<file path="config.mk">
export PLATFORM = sky130hd
export DESIGN_NAME = frame_synced_config_update
export DESIGN_NICKNAME = d
export VERILOG_FILES = /design/src/common/frame_sync_pkg.sv /design/src/frame_synced_config_update.sv
export SDC_FILE = /design/constraint.sdc
export NUM_CORES = 1
export LEC_CHECK = 0
export ABC_AREA = 1
export BUFFER_PORTS_ARGS = -buffer_cell sky130_fd_sc_hd__buf_2
export CORE_ASPECT_RATIO = 1.5
export CORE_UTILIZATION = 48
export DETAILED_ROUTE_END_ITERATION = 7
export PLACE_DENSITY = 0.76
export SLEW_MARGIN = 20
export SYNTH_ARGS = -nofsm -noshare
export SYNTH_HDL_FRONTEND = slang
export SYNTH_SLANG_ARGS = --single-unit
</file>
<file path="constraint.sdc">
create_clock -name clk -period 1.6 [get_ports clk]
set_input_delay 0.48 -clock clk [delete_from_list [all_inputs] [get_ports clk]]
set_output_delay 0.48 -clock clk [all_outputs]
set_load 0.05 [all_outputs]
</file>
<file path="src/common/frame_sync_pkg.sv">
package frame_sync_pkg;

    // ------------------------------------------------------------
    // Register addresses
    // ------------------------------------------------------------
    localparam logic [8:0] ADDR_GAIN_CFG = 9'h0_cc;
    localparam logic [8:0] ADDR_DIGITAL  = 9'h0_cd;
    localparam logic [8:0] ADDR_COMMIT   = 9'h0_ce;
    localparam logic [8:0] ADDR_REF_ROWS = 9'h0_cf;
    localparam logic [8:0] ADDR_RSVD_208 = 9'h0_d0;

    // ------------------------------------------------------------
    // Reset values and readable bit masks
    // ------------------------------------------------------------
    localparam logic [15:0] RST_GAIN_CFG  = 16'h01e3;
    localparam logic [15:0] RST_DIGITAL   = 16'h0080;
    localparam logic [15:0] RST_COMMIT    = 16'h037f;
    localparam logic [15:0] RST_REF_ROWS  = 16'h0000;
    localparam logic [15:0] RST_RSVD_208  = 16'h4f00;
    localparam logic [15:0] MASK_GAIN_CFG = 16'h3fff;
    localparam logic [15:0] MASK_DIGITAL  = 16'h0fff;
    localparam logic [15:0] MASK_COMMIT   = 16'h077f;
    localparam logic [15:0] MASK_REF_ROWS = 16'h00ff;
    localparam logic [15:0] MASK_RSVD_208 = 16'hffff;

    // ------------------------------------------------------------
    // Field positions
    // ------------------------------------------------------------
    localparam int COL_AMP_LSB    = 0;
    localparam int COL_AMP_W      = 5;
    localparam int GAIN_LAT_BIT   = 13;
    localparam int DIG_AMP_W      = 12;
    localparam int REF_ROWS_W     = 8;
    localparam int SYNC_LINE_BIT  = 0;
    localparam int SYNC_DARK_BIT  = 1;
    localparam int SYNC_FILL_BIT  = 2;
    localparam int SYNC_EXPO_BIT  = 3;
    localparam int SYNC_AMP_BIT   = 4;
    localparam int SYNC_ROI_BIT   = 5;
    localparam int SYNC_REF_BIT   = 6;
    localparam int BLANK_ROI_BIT  = 8;
    localparam int BLANK_DEC_BIT  = 9;
    localparam int EXPO_MODE_BIT  = 10;

endpackage

</file>
<file path="src/frame_synced_config_update.sv">
`timescale 1ns/1ps
module frame_synced_config_update
#(
    parameter int LINE_W = 16,
    parameter int ROWS_W = 8,
    parameter int EXPO_W = 16,
    parameter int AFE_W  = 8,
    parameter int ROI_W  = 32,
    parameter int DEC_W  = 4
)
(
    input  wire logic              clk,
    input  wire logic              rstn,
    input  wire logic              ce,
    // Register port from the serial interface decoder
    input  wire logic [8:0]        reg_addr,
    input  wire logic              reg_wr,
    input  wire logic [15:0]       reg_wdata,
    input  wire logic              reg_rd,
    output logic      [15:0]       reg_rdata,
    output logic                   reg_rvalid,
    // Sequencer timing events
    input  wire logic              frame_start,
    input  wire logic              overhead_start,
    // Staged settings held by neighbouring register banks
    input  wire logic [LINE_W-1:0] staged_line_length,
    input  wire logic [ROWS_W-1:0] staged_dark_rows,
    input  wire logic [ROWS_W-1:0] staged_filler_rows,
    input  wire logic [EXPO_W-1:0] staged_exposure,
    input  wire logic [AFE_W-1:0]  staged_afe_gain,
    input  wire logic [ROI_W-1:0]  staged_roi_select,
    input  wire logic [DEC_W-1:0]  decimation_mode,
    // Active settings seen by the sequencer
    output logic      [LINE_W-1:0] line_length,
    output logic      [ROWS_W-1:0] active_dark_rows,
    output logic      [ROWS_W-1:0] active_filler_rows,
    output logic      [EXPO_W-1:0] active_exposure,
    output logic      [AFE_W-1:0]  active_afe_gain,
    output logic      [4:0]        column_amp_setting,
    output logic      [11:0]       digital_amp_value,
    output logic      [ROI_W-1:0]  active_roi_select,
    output logic      [7:0]        active_ref_rows,
    output logic                   blank_frame
);

    // ------------------------------------------------------------
    // Parameter checks
    // ------------------------------------------------------------
    if (LINE_W < 1 || LINE_W > 16 || ROWS_W < 1 || EXPO_W < 1 ||
        AFE_W < 1 || ROI_W < 1 || DEC_W < 1)
    begin : bad_width
        $error("frame_synced_config_update: illegal width");
    end

    // ------------------------------------------------------------
    // Host-visible registers
    // ------------------------------------------------------------
    logic [15:0] gain_cfg;
    logic [15:0] digital_cfg;
    logic [15:0] commit_cfg;
    logic [15:0] ref_cfg;
    logic [15:0] rsvd_cfg;

    // Register writes, masked to the implemented bits
    always_ff @(posedge clk or negedge rstn)
    begin
        if (!rstn)
        begin
            gain_cfg    <= frame_sync_pkg::RST_GAIN_CFG;
            digital_cfg <= frame_sync_pkg::RST_DIGITAL;
            commit_cfg  <= frame_sync_pkg::RST_COMMIT;
            ref_cfg     <= frame_sync_pkg::RST_REF_ROWS;
            rsvd_cfg    <= frame_sync_pkg::RST_RSVD_208;
        end
        else if (ce && reg_wr)
        begin
            case (reg_addr)
                frame_sync_pkg::ADDR_GAIN_CFG:
                    gain_cfg <= reg_wdata & frame_sync_pkg::MASK_GAIN_CFG;
                frame_sync_pkg::ADDR_DIGITAL:
                    digital_cfg <= reg_wdata & frame_sync_pkg::MASK_DIGITAL;
                frame_sync_pkg::ADDR_COMMIT:
                    commit_cfg <= reg_wdata & frame_sync_pkg::MASK_COMMIT;
                frame_sync_pkg::ADDR_REF_ROWS:
                    ref_cfg <= reg_wdata & frame_sync_pkg::MASK_REF_ROWS;
                frame_sync_pkg::ADDR_RSVD_208:
                    rsvd_cfg <= reg_wdata & frame_sync_pkg::MASK_RSVD_208;
                default:
                    ;
            endcase
        end
    end

    // Register reads, one cycle later; unmapped reads return zero
    always_ff @(posedge clk or negedge rstn)
    begin
        if (!rstn)
        begin
            reg_rdata  <= 16'h0000;
            reg_rvalid <= 1'b0;
        end
        else if (ce)
        begin
            reg_rvalid <= reg_rd;
            case (reg_addr)
                frame_sync_pkg::ADDR_GAIN_CFG: reg_rdata <= gain_cfg;
                frame_sync_pkg::ADDR_DIGITAL:  reg_rdata <= digital_cfg;
                frame_sync_pkg::ADDR_COMMIT:   reg_rdata <= commit_cfg;
                frame_sync_pkg::ADDR_REF_ROWS: reg_rdata <= ref_cfg;
                frame_sync_pkg::ADDR_RSVD_208: reg_rdata <= rsvd_cfg;
                default:                       reg_rdata <= 16'h0000;
            endcase
        end
    end

    // ------------------------------------------------------------
    // Control fields
    // ------------------------------------------------------------
    logic sync_line;
    logic sync_dark;
    logic sync_fill;
    logic sync_expo;
    logic sync_amp;
    logic sync_roi;
    logic sync_ref;
    logic blank_roi_en;
    logic blank_dec_en;
    logic expo_cont;
    logic gain_lat_comp;
    logic fs;
    logic [4:0]  staged_col_amp;
    logic [11:0] staged_dig_amp;
    logic [7:0]  staged_ref_rows;

    assign sync_line      = commit_cfg[frame_sync_pkg::SYNC_LINE_BIT];
    assign sync_dark      = commit_cfg[frame_sync_pkg::SYNC_DARK_BIT];
    assign sync_fill      = commit_cfg[frame_sync_pkg::SYNC_FILL_BIT];
    assign sync_expo      = commit_cfg[frame_sync_pkg::SYNC_EXPO_BIT];
    assign sync_amp       = commit_cfg[frame_sync_pkg::SYNC_AMP_BIT];
    assign sync_roi       = commit_cfg[frame_sync_pkg::SYNC_ROI_BIT];
    assign sync_ref       = commit_cfg[frame_sync_pkg::SYNC_REF_BIT];
    assign blank_roi_en   = commit_cfg[frame_sync_pkg::BLANK_ROI_BIT];
    assign blank_dec_en   = commit_cfg[frame_sync_pkg::BLANK_DEC_BIT];
    assign expo_cont      = commit_cfg[frame_sync_pkg::EXPO_MODE_BIT];
    assign gain_lat_comp  = gain_cfg[frame_sync_pkg::GAIN_LAT_BIT];
    assign fs             = ce && frame_start;
    assign staged_col_amp = gain_cfg[frame_sync_pkg::COL_AMP_LSB +:
                                     frame_sync_pkg::COL_AMP_W];
    assign staged_dig_amp = digital_cfg[frame_sync_pkg::DIG_AMP_W-1:0];
    assign staged_ref_rows = ref_cfg[frame_sync_pkg::REF_ROWS_W-1:0];

    // ------------------------------------------------------------
    // Frame-synchronised commit of sequencer settings
    // ------------------------------------------------------------
    // Each field copies its staged value at frame start when synced,
    // or every cycle when not
    always_ff @(posedge clk or negedge rstn)
    begin
        if (!rstn)
        begin
            line_length        <= '0;
            active_dark_rows   <= '0;
            active_filler_rows <= '0;
            active_ref_rows    <= '0;
        end
        else if (ce)
        begin
            if (!sync_line || frame_start)
                line_length <= staged_line_length;
            if (!sync_dark || frame_start)
                active_dark_rows <= staged_dark_rows;
            if (!sync_fill || frame_start)
                active_filler_rows <= staged_filler_rows;
            if (!sync_ref || frame_start)
                active_ref_rows <= staged_ref_rows;
        end
    end

    // Exposure: the sync bit decides first, then the commit mode
    always_ff @(posedge clk or negedge rstn)
    begin
        if (!rstn)
            active_exposure <= '0;
        else if (ce)
        begin
            if (!sync_expo)
                active_exposure <= staged_exposure;
            else if (expo_cont)
                active_exposure <= staged_exposure;
            else if (overhead_start)
                active_exposure <= staged_exposure;
        end
    end

    // ------------------------------------------------------------
    // Gain path with optional one-frame latency compensation
    // ------------------------------------------------------------
    logic [4:0]       pipe_col_amp;
    logic [11:0]      pipe_dig_amp;
    logic [AFE_W-1:0] pipe_afe;

    // Holding stage filled at every frame start
    always_ff @(posedge clk or negedge rstn)
    begin
        if (!rstn)
        begin
            pipe_col_amp <= '0;
            pipe_dig_amp <= '0;
            pipe_afe     <= '0;
        end
        else if (fs)
        begin
            pipe_col_amp <= staged_col_amp;
            pipe_dig_amp <= staged_dig_amp;
            pipe_afe     <= staged_afe_gain;
        end
    end

    // Active gain takes the held copy or the staged copy
    always_ff @(posedge clk or negedge rstn)
    begin
        if (!rstn)
        begin
            column_amp_setting <= '0;
            digital_amp_value  <= '0;
            active_afe_gain    <= '0;
        end
        else if (ce)
        begin
            if (!sync_amp)
            begin
                column_amp_setting <= staged_col_amp;
                digital_amp_value  <= staged_dig_amp;
                active_afe_gain    <= staged_afe_gain;
            end
            else if (frame_start && gain_lat_comp)
            begin
                column_amp_setting <= pipe_col_amp;
                digital_amp_value  <= pipe_dig_amp;
                active_afe_gain    <= pipe_afe;
            end
            else if (frame_start)
            begin
                column_amp_setting <= staged_col_amp;
                digital_amp_value  <= staged_dig_amp;
                active_afe_gain    <= staged_afe_gain;
            end
        end
    end

    // ------------------------------------------------------------
    // Region selection and first-frame blanking
    // ------------------------------------------------------------
    logic [ROI_W-1:0] next_roi_select;
    logic [DEC_W-1:0] dec_seen;
    logic             roi_switch;
    logic             dec_switch;
    logic             roi_pend;
    logic             dec_pend;

    // Region selection to be active after this edge
    always_comb
    begin
        if (!sync_roi || frame_start)
            next_roi_select = staged_roi_select;
        else
            next_roi_select = active_roi_select;
    end

    assign roi_switch = blank_roi_en &&
                        (next_roi_select != active_roi_select);
    assign dec_switch = blank_dec_en && (decimation_mode != dec_seen);

    // Active region and last seen decimation mode
    always_ff @(posedge clk or negedge rstn)
    begin
        if (!rstn)
        begin
            active_roi_select <= '0;
            dec_seen          <= '0;
        end
        else if (ce)
        begin
            active_roi_select <= next_roi_select;
            dec_seen          <= decimation_mode;
        end
    end

    // Pending switches blank the next frame; a switch at frame start
    // blanks the frame just starting
    always_ff @(posedge clk or negedge rstn)
    begin
        if (!rstn)
        begin
            roi_pend    <= 1'b0;
            dec_pend    <= 1'b0;
            blank_frame <= 1'b0;
        end
        else if (fs)
        begin
            blank_frame <= roi_pend || roi_switch ||
                           dec_pend || dec_switch;
            roi_pend    <= 1'b0;
            dec_pend    <= 1'b0;
        end
        else if (ce)
        begin
            roi_pend <= roi_pend || roi_switch;
            dec_pend <= dec_pend || dec_switch;
        end
    end
endmodule

</file>
Word-level counts from Yosys, hierarchy flattened
Index checks and enable logic that the tools add are counted.
Word-level totals
  register bits: 222
  input bits: 124
  output and inout bits: 131
  logic and storage cells: 81
Operators by class
  equal/unequal tests: 9
  mux-type cells: 18
  reductions and logical operators: 31
Operators with widths (count)
  $pmux 16 s5: 1
  $mux 16: 3
  $eq 9x8->1 const B: 5
  $mux 12: 3
  $mux 32: 1
  $ne 32x32->1: 1
  $mux 8: 3
  $reduce_and 2->1: 11
  $mux 5: 3
  $logic_or 1x1->1: 9
  $ne 3x2->1 const B: 2
  $logic_and 1x1->1: 5
  $logic_not 1->1: 5
  $mux 1: 4
  $ne 4x4->1: 1
  $reduce_bool 2->1: 1

Logic depth before layout (Yosys ltp)
Gate-level depths: netlist (run 1).
  depth in word-level cells: 8
  gate-level depth with buffers: 14
  depth with buffers taken out: 12

Worst setup path after synthesis (run 1)
No wires, ideal clock.
  path kind: register to register
  start: register commit_cfg[3]
  end: register active_exposure[10]
  library setup time: 0.125 ns
  data arrival time: 1.473 ns
  required time: 1.475 ns
  slack: 0.003 ns
  stages on the path, launching flop included: 5
  path buffers: 1
  period minus slack after synthesis: 1.597 ns
  cells stage by stage: dfstp_2 > inv_1 > o31ai_4 > buf_2 > mux2_2
Between the ends
  word-level cells in the longest chain between the ends: 2
  elaborated cells between the ends (all ways): 3
  those cells by class: eq/ne (1); mux (1); reduce/logical (1)
RTL lines
  start: declaration: line frame_synced_config_update.sv:60  | logic [15:0] commit_cfg;
  start signal: assignment: line frame_synced_config_update.sv:71  | commit_cfg <= frame_sync_pkg::RST_COMMIT;
  start signal: assignment: line frame_synced_config_update.sv:83  | commit_cfg <= reg_wdata & frame_sync_pkg::MASK_COMMIT;
  $ne 3x2->1 (no source line)
  $reduce_and 2->1 (no source line)
  end signal: assignment: line frame_synced_config_update.sv:187  | active_exposure <= staged_exposure;
  end signal: assignment: line frame_synced_config_update.sv:189  | active_exposure <= staged_exposure;
  end signal: assignment: line frame_synced_config_update.sv:191  | active_exposure <= staged_exposure;
  end: declaration: line frame_synced_config_update.sv:37  | output logic [EXPO_W-1:0] active_exposure,
Parallel ways exist; a longest one is shown, timed or not.
A chain may end at the register's enable or synchronous reset.

Worst setup path after layout (run 1)
  start: register commit_cfg[5]
  end: register blank_frame
Between the ends
  word-level cells in the longest chain between the ends: 8
RTL lines
  $logic_not 1->1: line frame_synced_config_update.sv:264  | if (!sync_roi || frame_start)
  $logic_or 1x1->1: line frame_synced_config_update.sv:264
  $mux 32: line frame_synced_config_update.sv:264
  $ne 32x32->1: line frame_synced_config_update.sv:271  | (next_roi_select != active_roi_select);
  $logic_and 1x1->1: line frame_synced_config_update.sv:270  | assign roi_switch = blank_roi_en &&
  $logic_or 1x1->1 (2 in a row): line frame_synced_config_update.sv:301  | blank_frame <= roi_pend || roi_switch ||
  $logic_or 1x1->1: line frame_synced_config_update.sv:302  | dec_pend || dec_switch;
  end signal: assignment: line frame_synced_config_update.sv:301
  end: declaration: line frame_synced_config_update.sv:43  | output logic blank_frame
Every way passes these cells.

==> metrics.md, run 1 <==
| Metric | Value |
|---|---|
| Status | finished, violations left |
| Failing checks | setup timing |
| Remaining Overflow, GRT | 0 |
| First-pass GRT wire length | around 44 mm |
| Buffers added on ports | around 250 |
| Max-cap check violation count | 0 |
| Most frequent cells in the layout | nand2_1, dfrtp_1, inv_1 |
| Setup Skew | 0.0138 ns |
| Worst-path fanout max | 10 |
| Layout cell share with drive strength beyond 1 | between 30% and 40% |
| Clock slew at reported path FFs | 0.06 ns |
| Worst IR Drop VDD | 0.833 mV |
| Unrepaired setup endpoints after global routing | true |
| Vias per inst | 5.22 |
| Top cell type by total area after synthesis | dfrtp_1 |
| Sequential area share after synthesis | around 55% |
| Antenna diodes | 0 |
| Vias | 9210 |
| Layout area overhead | 39.9% |
| Total Wirelength | 27.6 mm |
| Placed cell count | 1680 |
| Initial Utilization | roughly half |
| Mapped Cells | around 1100 |
| Avg WL per Cell | ~16 um |
| Tcrit/Tclk final | 106% |
| Min-delay worst type | input port to flip-flop |
| Crit start category | flip-flop |
| CTS Buf Count | 23 |
| Final Net Count | 1603 |
| Headroom to the max-slew limit | 74.6% |
| Flops & latches, synth | 222 |
| Worst Hold Depth | 2 |
| Hold Vio Cnt, Final | 0 |
| Fmax | 589 MHz |
| CORE AREA | 21000 um^2 |
| Largest net degree at the start of global routing | 45 |
| GPL Wtd Cong | 0.891 |
| Die W | 121 um |
| Top cells by area, synth | dfrtp_1, nand2_1, o21ai_0 |
| CP endpoint kind | flip-flop |
| CP arrival | 2.10 ns |
| Fillers | 1625 |
| Clk sinks | 222 |
| Commonest non-fill, non-tap cell in the layout | nand2_1 |
| Min cycle time layout | 1.70 ns |
| R2r setup slk | -0.1 ns |
| Final Non-Filler Cells | 1764 |
| YS warnings | 0 |
| Reg-to-Reg Start | commit_cfg[5] |
| Die H | roughly 180 um |
| Leak | slightly above 7 nW |
| Pwr per Cell Area | ~990 nW/um^2 |
| Most used DFF post-synth | dfrtp_1 |
| Initial antenna violation count | 0 |
| Design area | 14300 um^2 |
| Start point of the critical path | commit_cfg[5] |
| Vias in the first global route | 9314 |
| Syn_area_per_cell | 9.05 um^2 |
| Slew @ Worst Pin | approximately 0.38 ns |
| Synth async-reset ratio | 100% |
| Setup slack at placement | -0.261 ns |
| Syn Nets | 1254 |
| Crit Path Category | flip-flop to flip-flop |
| HPWL after DPL | 19.1 mm |
| Hold Path End | rsvd_cfg[15] |
| Clk root buf | clkbuf_16 |
| Worst Reg2Reg Path Length in Cells | 12 |
| Routed Antenna Nets | 0 |
| Final Max Tran Viols | 0 |
| Post-DP Area | 12400 um^2 |
| # IOs | 255 |
| CTS tree | done |
| Final setup TNS | -0.194 ns |
| H-tree depth | 1 |
| Area share of the largest cell type after synthesis | 49.2% |
| Worst Path Required | 2.00 ns |
| Final setup vio count | 2 |
| HP Start | reg_wdata[15] |
| Die area | approximately 22000 um^2 |
| Pre-antenna DRT Iters | 5 |
| 1st-iter DRT viols | 536 |
| Max Root-Sink Buffers | 3 |
| Final setup margin | -0.0992 ns |
| Total GRT Usage | 25.1% |
| FF-to-FF End | blank_frame |
| Worst skew pair latency | 0.52 ns |
| Row count | 65 |
| Detailed-route DRC error count | 0 |
| EDFF count, synth | 0 |
| Count of cell types in the netlist | 41 |
| Post-Synthesis Cell Area | 10200 um^2 |
[cells by family (layout without fill, tap and decap cells)]
logic type	count (synthesis)	in the layout	synth area share, %
buffers and inverters	233	599	9.49
DFF	222	222	54.6
muxes	53	53	5.84
xor gates and xnor gates	4	4	0.343
AOI/OAI and AO/OA	249	249	14.2
and+or+nand+nor	369	369	15.5
[power breakdown]
part | total [mW] | switching [mW] | internal, mW
sequential | 6.15 | 0.220 | 5.93
clock | 5.24 | 2.24 | 3.00
combinational | 2.80 | 1.73 | 1.07
[state kept, by name (all words and copies together) (netlist names)]
| name | flops |
|---|---|
| blank_frame | 1 |
| active_dark_rows | 8 |
| pipe_afe | 8 |
| dec_pend | 1 |
| digital_amp_value | 12 |
| gain_cfg | 14 |
| column_amp_setting | 5 |
| active_afe_gain | 8 |
| pipe_dig_amp | 12 |
| dec_seen | 4 |
| commit_cfg | 10 |
| ref_cfg | 8 |
| roi_pend | 1 |
| digital_cfg | 12 |
| active_roi_select | 32 |
| line_length | 16 |
| rsvd_cfg | 16 |
| reg_rdata | 16 |
| reg_rvalid | 1 |
| active_ref_rows | 8 |
| pipe_col_amp | 5 |
| active_filler_rows | 8 |
| active_exposure | 16 |
[routing by layer]
layer  vias up  share of wire, %  GRT usage, %
met3        90               5.2          3.57
li1       4386                 -             -
met4         0               5.1          12.3
met1      4407                38          28.9
met5         -                 0             0
met2       327                52          44.8
[worst max-delay path, cell delays in order (launching register included)]
cell,delay [ns]
dfstp_2,0.59
nand2_8,0.11
buf_12,0.15
nand3_1,0.07
nand2_1,0.06
inv_1,0.06
nand2_2,0.07
nor2_4,0.12
nand2_2,0.07
nor2_2,0.10
nand2_1,0.07
nand2_1,0.06
a21oi_1,0.06
[layout make-up]
cell class                 count  area, um^2  area share, %
clock inverter                 7        53.8          0.376
inverter                     177         668           4.67
clock buffer                  35         691           4.83
timing repair buffer         380        3210           22.5
tap                          268         335           2.35
multi-input combinational    675        3750           26.3
sequential                   222        5580           39.0
[per-stage QoR]
step	hold WS (ns)	util, %	total power [mW]
floorplan	0.184	-	7.72
global placement	0.387	59.3	8.52
detailed placement	0.390	59.3	8.58
CTS	0.163	66.2	14.1
global route	0.174	68.1	14.7
finish	0.177	68.1	14.2
[how the worst max path moves through the flow]
stage	cells past startpoint	to
after global routing	12	blank_frame
final	12	blank_frame
after floorplan	4	active_exposure[10]
after global placement	3	active_exposure[8]
after detailed placement	3	active_exposure[13]
after CTS	12	roi_pend
[cells in the mapped netlist (9+ instances only)]
| cell type | n |
|---|---|
| inv_1 | 168 |
| clkbuf_1 | 22 |
| a21oi_1 | 14 |
| o22ai_1 | 9 |
| o21ai_0 | 139 |
| o211ai_1 | 55 |
| buf_2 | 22 |
| o21ai_1 | 18 |
| dfstp_2 | 21 |
| dfrtp_1 | 201 |
| nand3_1 | 70 |
| mux2_2 | 51 |
| nand2_1 | 240 |
| nor2_1 | 34 |
[repair_timing]
action / 4_1_cts / 5_1_grt
pin swaps: 1 / 5
endpoints found under the hold margin: 23 / 0
resized for setup: 177 / 71
setup endpoints to repair: 149 / 72
cloned: 0 / 2
setup buffers: 24 / 15
hold buffers: 1 / 0
Note: power is estimated with default switching activity, not from simulation.
==> run 2: changes to the inputs <==
--- a/config.mk
+++ b/config.mk
@@ -10,7 +10,7 @@
 export CORE_ASPECT_RATIO = 1.5
 export CORE_UTILIZATION = 48
 export DETAILED_ROUTE_END_ITERATION = 7
-export PLACE_DENSITY = 0.76
+export PLACE_DENSITY = 0.75
 export SLEW_MARGIN = 20
 export SYNTH_ARGS = -nofsm -noshare
 export SYNTH_HDL_FRONTEND = slang
==> run 2 against run 1 <==
The run still ends with setup timing left. Sequential share of layout area increased by 0.99 points. Die area unchanged. Final cell count down 0.79%. Non-clock buffer count shrank 12. Largest power group unchanged. Wire length is 2.6% lower. Flip-flop and latch count did not move.
==> metrics.md, run 2 (synthesis gave the netlist of run 1 again) <==
| Metric | Value |
|---|---|
| Status | finished, violations left |
| Failing checks | setup timing |
| CTS tree | done |
| Leak | 7.09 nW (-2.0%) |
| Tcrit/Tclk final | 106% (about the same) |
| Total GRT Usage | 24.7% (-0.35 points) |
| Fmax | 589 MHz (about the same) |
| Layout area overhead | 36.4% |
| Post-DP Area | 12400 um^2 (-0.26%) |
| Clock slew at reported path FFs | 0.07 ns (about the same) |
| Final Non-Filler Cells | 1750 (-0.79%) |
| Die area | 21900 um^2 (unchanged) |
| Max Root-Sink Buffers | 3 (unchanged) |
| Crit Path Category | flip-flop to flip-flop |
| Die W | 121 um (unchanged) |
| Worst Path Required | 1.99 ns (about the same) |
| Final setup vio count | 2 (unchanged) |
| Net Sw Frac | 28.2% (-1.3 points) |
| HPWL after DPL | 19.2 mm (+0.35%) |
| Multi-input gate area | 3700 um^2 (-1.6%) |
| P_int | 10.4 mW (+4.4%) |
| Pwr per Cell Area | 1040 nW/um^2 (+5.0%) |
| CORE AREA | 21000 um^2 (unchanged) |
| # IOs | 255 (unchanged) |
| Buffers added on ports | 254 (unchanged) |
| Sequential power share | 42.2% (-1.1 points) |
| Slew @ Worst Pin | 0.373 ns (-0.00597 ns) |
| Sw Pwr | 4.10 mW (-2.2%) |
| Tot Pwr | 14.5 mW (+2.5%) |
| Die H | 181 um (unchanged) |
| Final setup margin | -0.0992 ns (-0.00000750 ns) |
| Top reg by flops | active_roi_select |
| Remaining Overflow, GRT | 0 (unchanged) |
| 1st-iter DRT viols | 625 (+17%) |
| Clk sinks | 222 (unchanged) |
| Placed cell count | 1684 (+0.24%) |
| Combinational share of power | 18.5% (-1.2 points) |
| Detailed-route DRC error count | 0 (unchanged) |
| Register area | 5580 um^2 (about the same) |
| Routed Antenna Nets | 0 (unchanged) |
| Setup slack at placement | -0.268 ns (-0.00670 ns) |
| Total Wirelength | 26.9 mm (-2.6%) |
| Hold Vio Cnt, Final | 0 (unchanged) |
| Initial Utilization | 48.7% (unchanged) |
| Worst IR Drop VDD | 0.813 mV (-2.4%) |
| Final Net Count | 1590 (-0.81%) |
| Reg-to-Reg Start | commit_cfg[5] |
| Unrepaired setup endpoints after global routing | true |
| Worst-path fanout max | 60 (+50) |
| CP Capture Point | roi_pend |
| Vias in the first global route | 8811 (-5.4%) |
| Setup Skew | 0.0103 ns (-0.00354 ns) |
| Crit start category | flip-flop |
| Most frequent cells in the layout | nand2_1, dfrtp_1, buf_4 |
| FF-to-FF End | roi_pend |
| First-pass GRT wire length | 43.2 mm (-1.9%) |
| Fillers | 1682 (+3.5%) |
| Worst skew pair latency | 0.51 ns (about the same) |
| Worst Reg2Reg Path Length in Cells | 12 (unchanged) |
| R2r setup slk | -0.1 ns (about the same) |
| CP endpoint kind | flip-flop |
| CTS Buf Count | 22 (-4.3%) |
| Min-delay worst type | input port to flip-flop |
| Layout cell share with drive strength beyond 1 | 34.1% (-1.7 points) |
| Final Max Tran Viols | 0 (unchanged) |
| Avg WL per Cell | 15.4 um (-1.8%) |
| H-tree depth | 1 (unchanged) |
| Start point of the critical path | commit_cfg[5] |
| Post-layout util | 66.5% (-1.7 points) |
| Commonest non-fill, non-tap cell in the layout | nand2_1 |
| Initial antenna violation count | 0 (unchanged) |
| Final Hold Slack | 0.194 ns (+0.0167 ns) |
| Vias | 9060 (-1.6%) |
| CP arrival | 2.09 ns (about the same) |
| Final setup TNS | -0.172 ns (+0.0220 ns) |
| Vias per inst | 5.18 (-0.84%) |
| Design area | 13900 um^2 (-2.5%) |
| Clock share of power | 39.3% (+2.4 points) |
| Max-cap check violation count | 0 (unchanged) |
| Max reg flops | 32 (unchanged) |
| Min cycle time layout | 1.70 ns (+0.00000750 ns) |
| Antenna diodes | 0 (unchanged) |
| Row count | 65 (unchanged) |
| Clk root buf | clkbuf_16 |
| GPL Wtd Cong | 0.903 (+1.4%) |
| Headroom to the max-slew limit | 75.1% (+0.49 points) |
| Largest net degree at the start of global routing | 61 (+36%) |
| Pre-antenna DRT Iters | 6 (+1) |
[run 2: worst min path at each step]
stage / start / endpoint / slack [ns] / cells past startpoint
6_report: reg_wdata[14] / rsvd_cfg[14] / 0.19 / 2
3_3_place_gp: rstn / active_roi_select[15] / 0.40 / 1
3_5_place_dp: rstn / active_roi_select[15] / 0.40 / 1
2_1_floorplan: rstn / active_afe_gain[0] / 0.18 / 0
4_1_cts: reg_rd / reg_rvalid / 0.16 / 3
5_1_grt: reg_wdata[14] / rsvd_cfg[14] / 0.18 / 2
[run 2: worst max-delay path, cell delays in order, from the launching register on]
cell and delay [ns]:
dfstp_2 0.56, nand2_4 0.09, buf_12 0.20, nand3_2 0.08, nand2_1 0.05, inv_1 0.05, nand2_1 0.05, nor2_1 0.10
nand2_1 0.09, nor2_1 0.08, nand2_1 0.07, nand3_1 0.08, a21oi_1 0.07
[run 2: final cells by class]
type                            count  share of cell area (%)
Timing Repair Buffer              368                    20.5
Clock inverter                      7                    1.01
Inverter                          177                    4.79
Multi-Input combinational cell    675                    26.5
Sequential cell                   222                    40.0
Tap cell                          268                    2.40
Clock buffer                       33                    4.76
[run 2: power by group through the flow]
stage                     clock, mW  combinational [mW]  sequential [mW]
final                          5.72                2.69             6.14
after global routing           6.05                2.88             6.17
after CTS                      5.83                2.62             6.14
after detailed placement          0                2.37             6.23
after global placement            0                2.33             6.21
after floorplan                   0               0.650             7.07
[run 2: what timing repair did]
action / in CTS / in global routing
endpoints found under the hold margin: 31 / 0
pin swaps: 0 / 1
buffers inserted: 14 / 11
hold buffers: 1 / 0
setup endpoints to repair: 116 / 49
resized for setup: 154 / 43
gates cloned: 0 / 0
[run 2: metal layers]
metal	routed length, um	part of all wire, %	track usage [%]	vias up
met5	0	0	0	-
met4	1030	3.8	9.98	0
met3	1360	5.0	3.41	65
met2	14100	52	44.5	331
met1	10500	39	29.2	4295
li1	-	-	-	4369
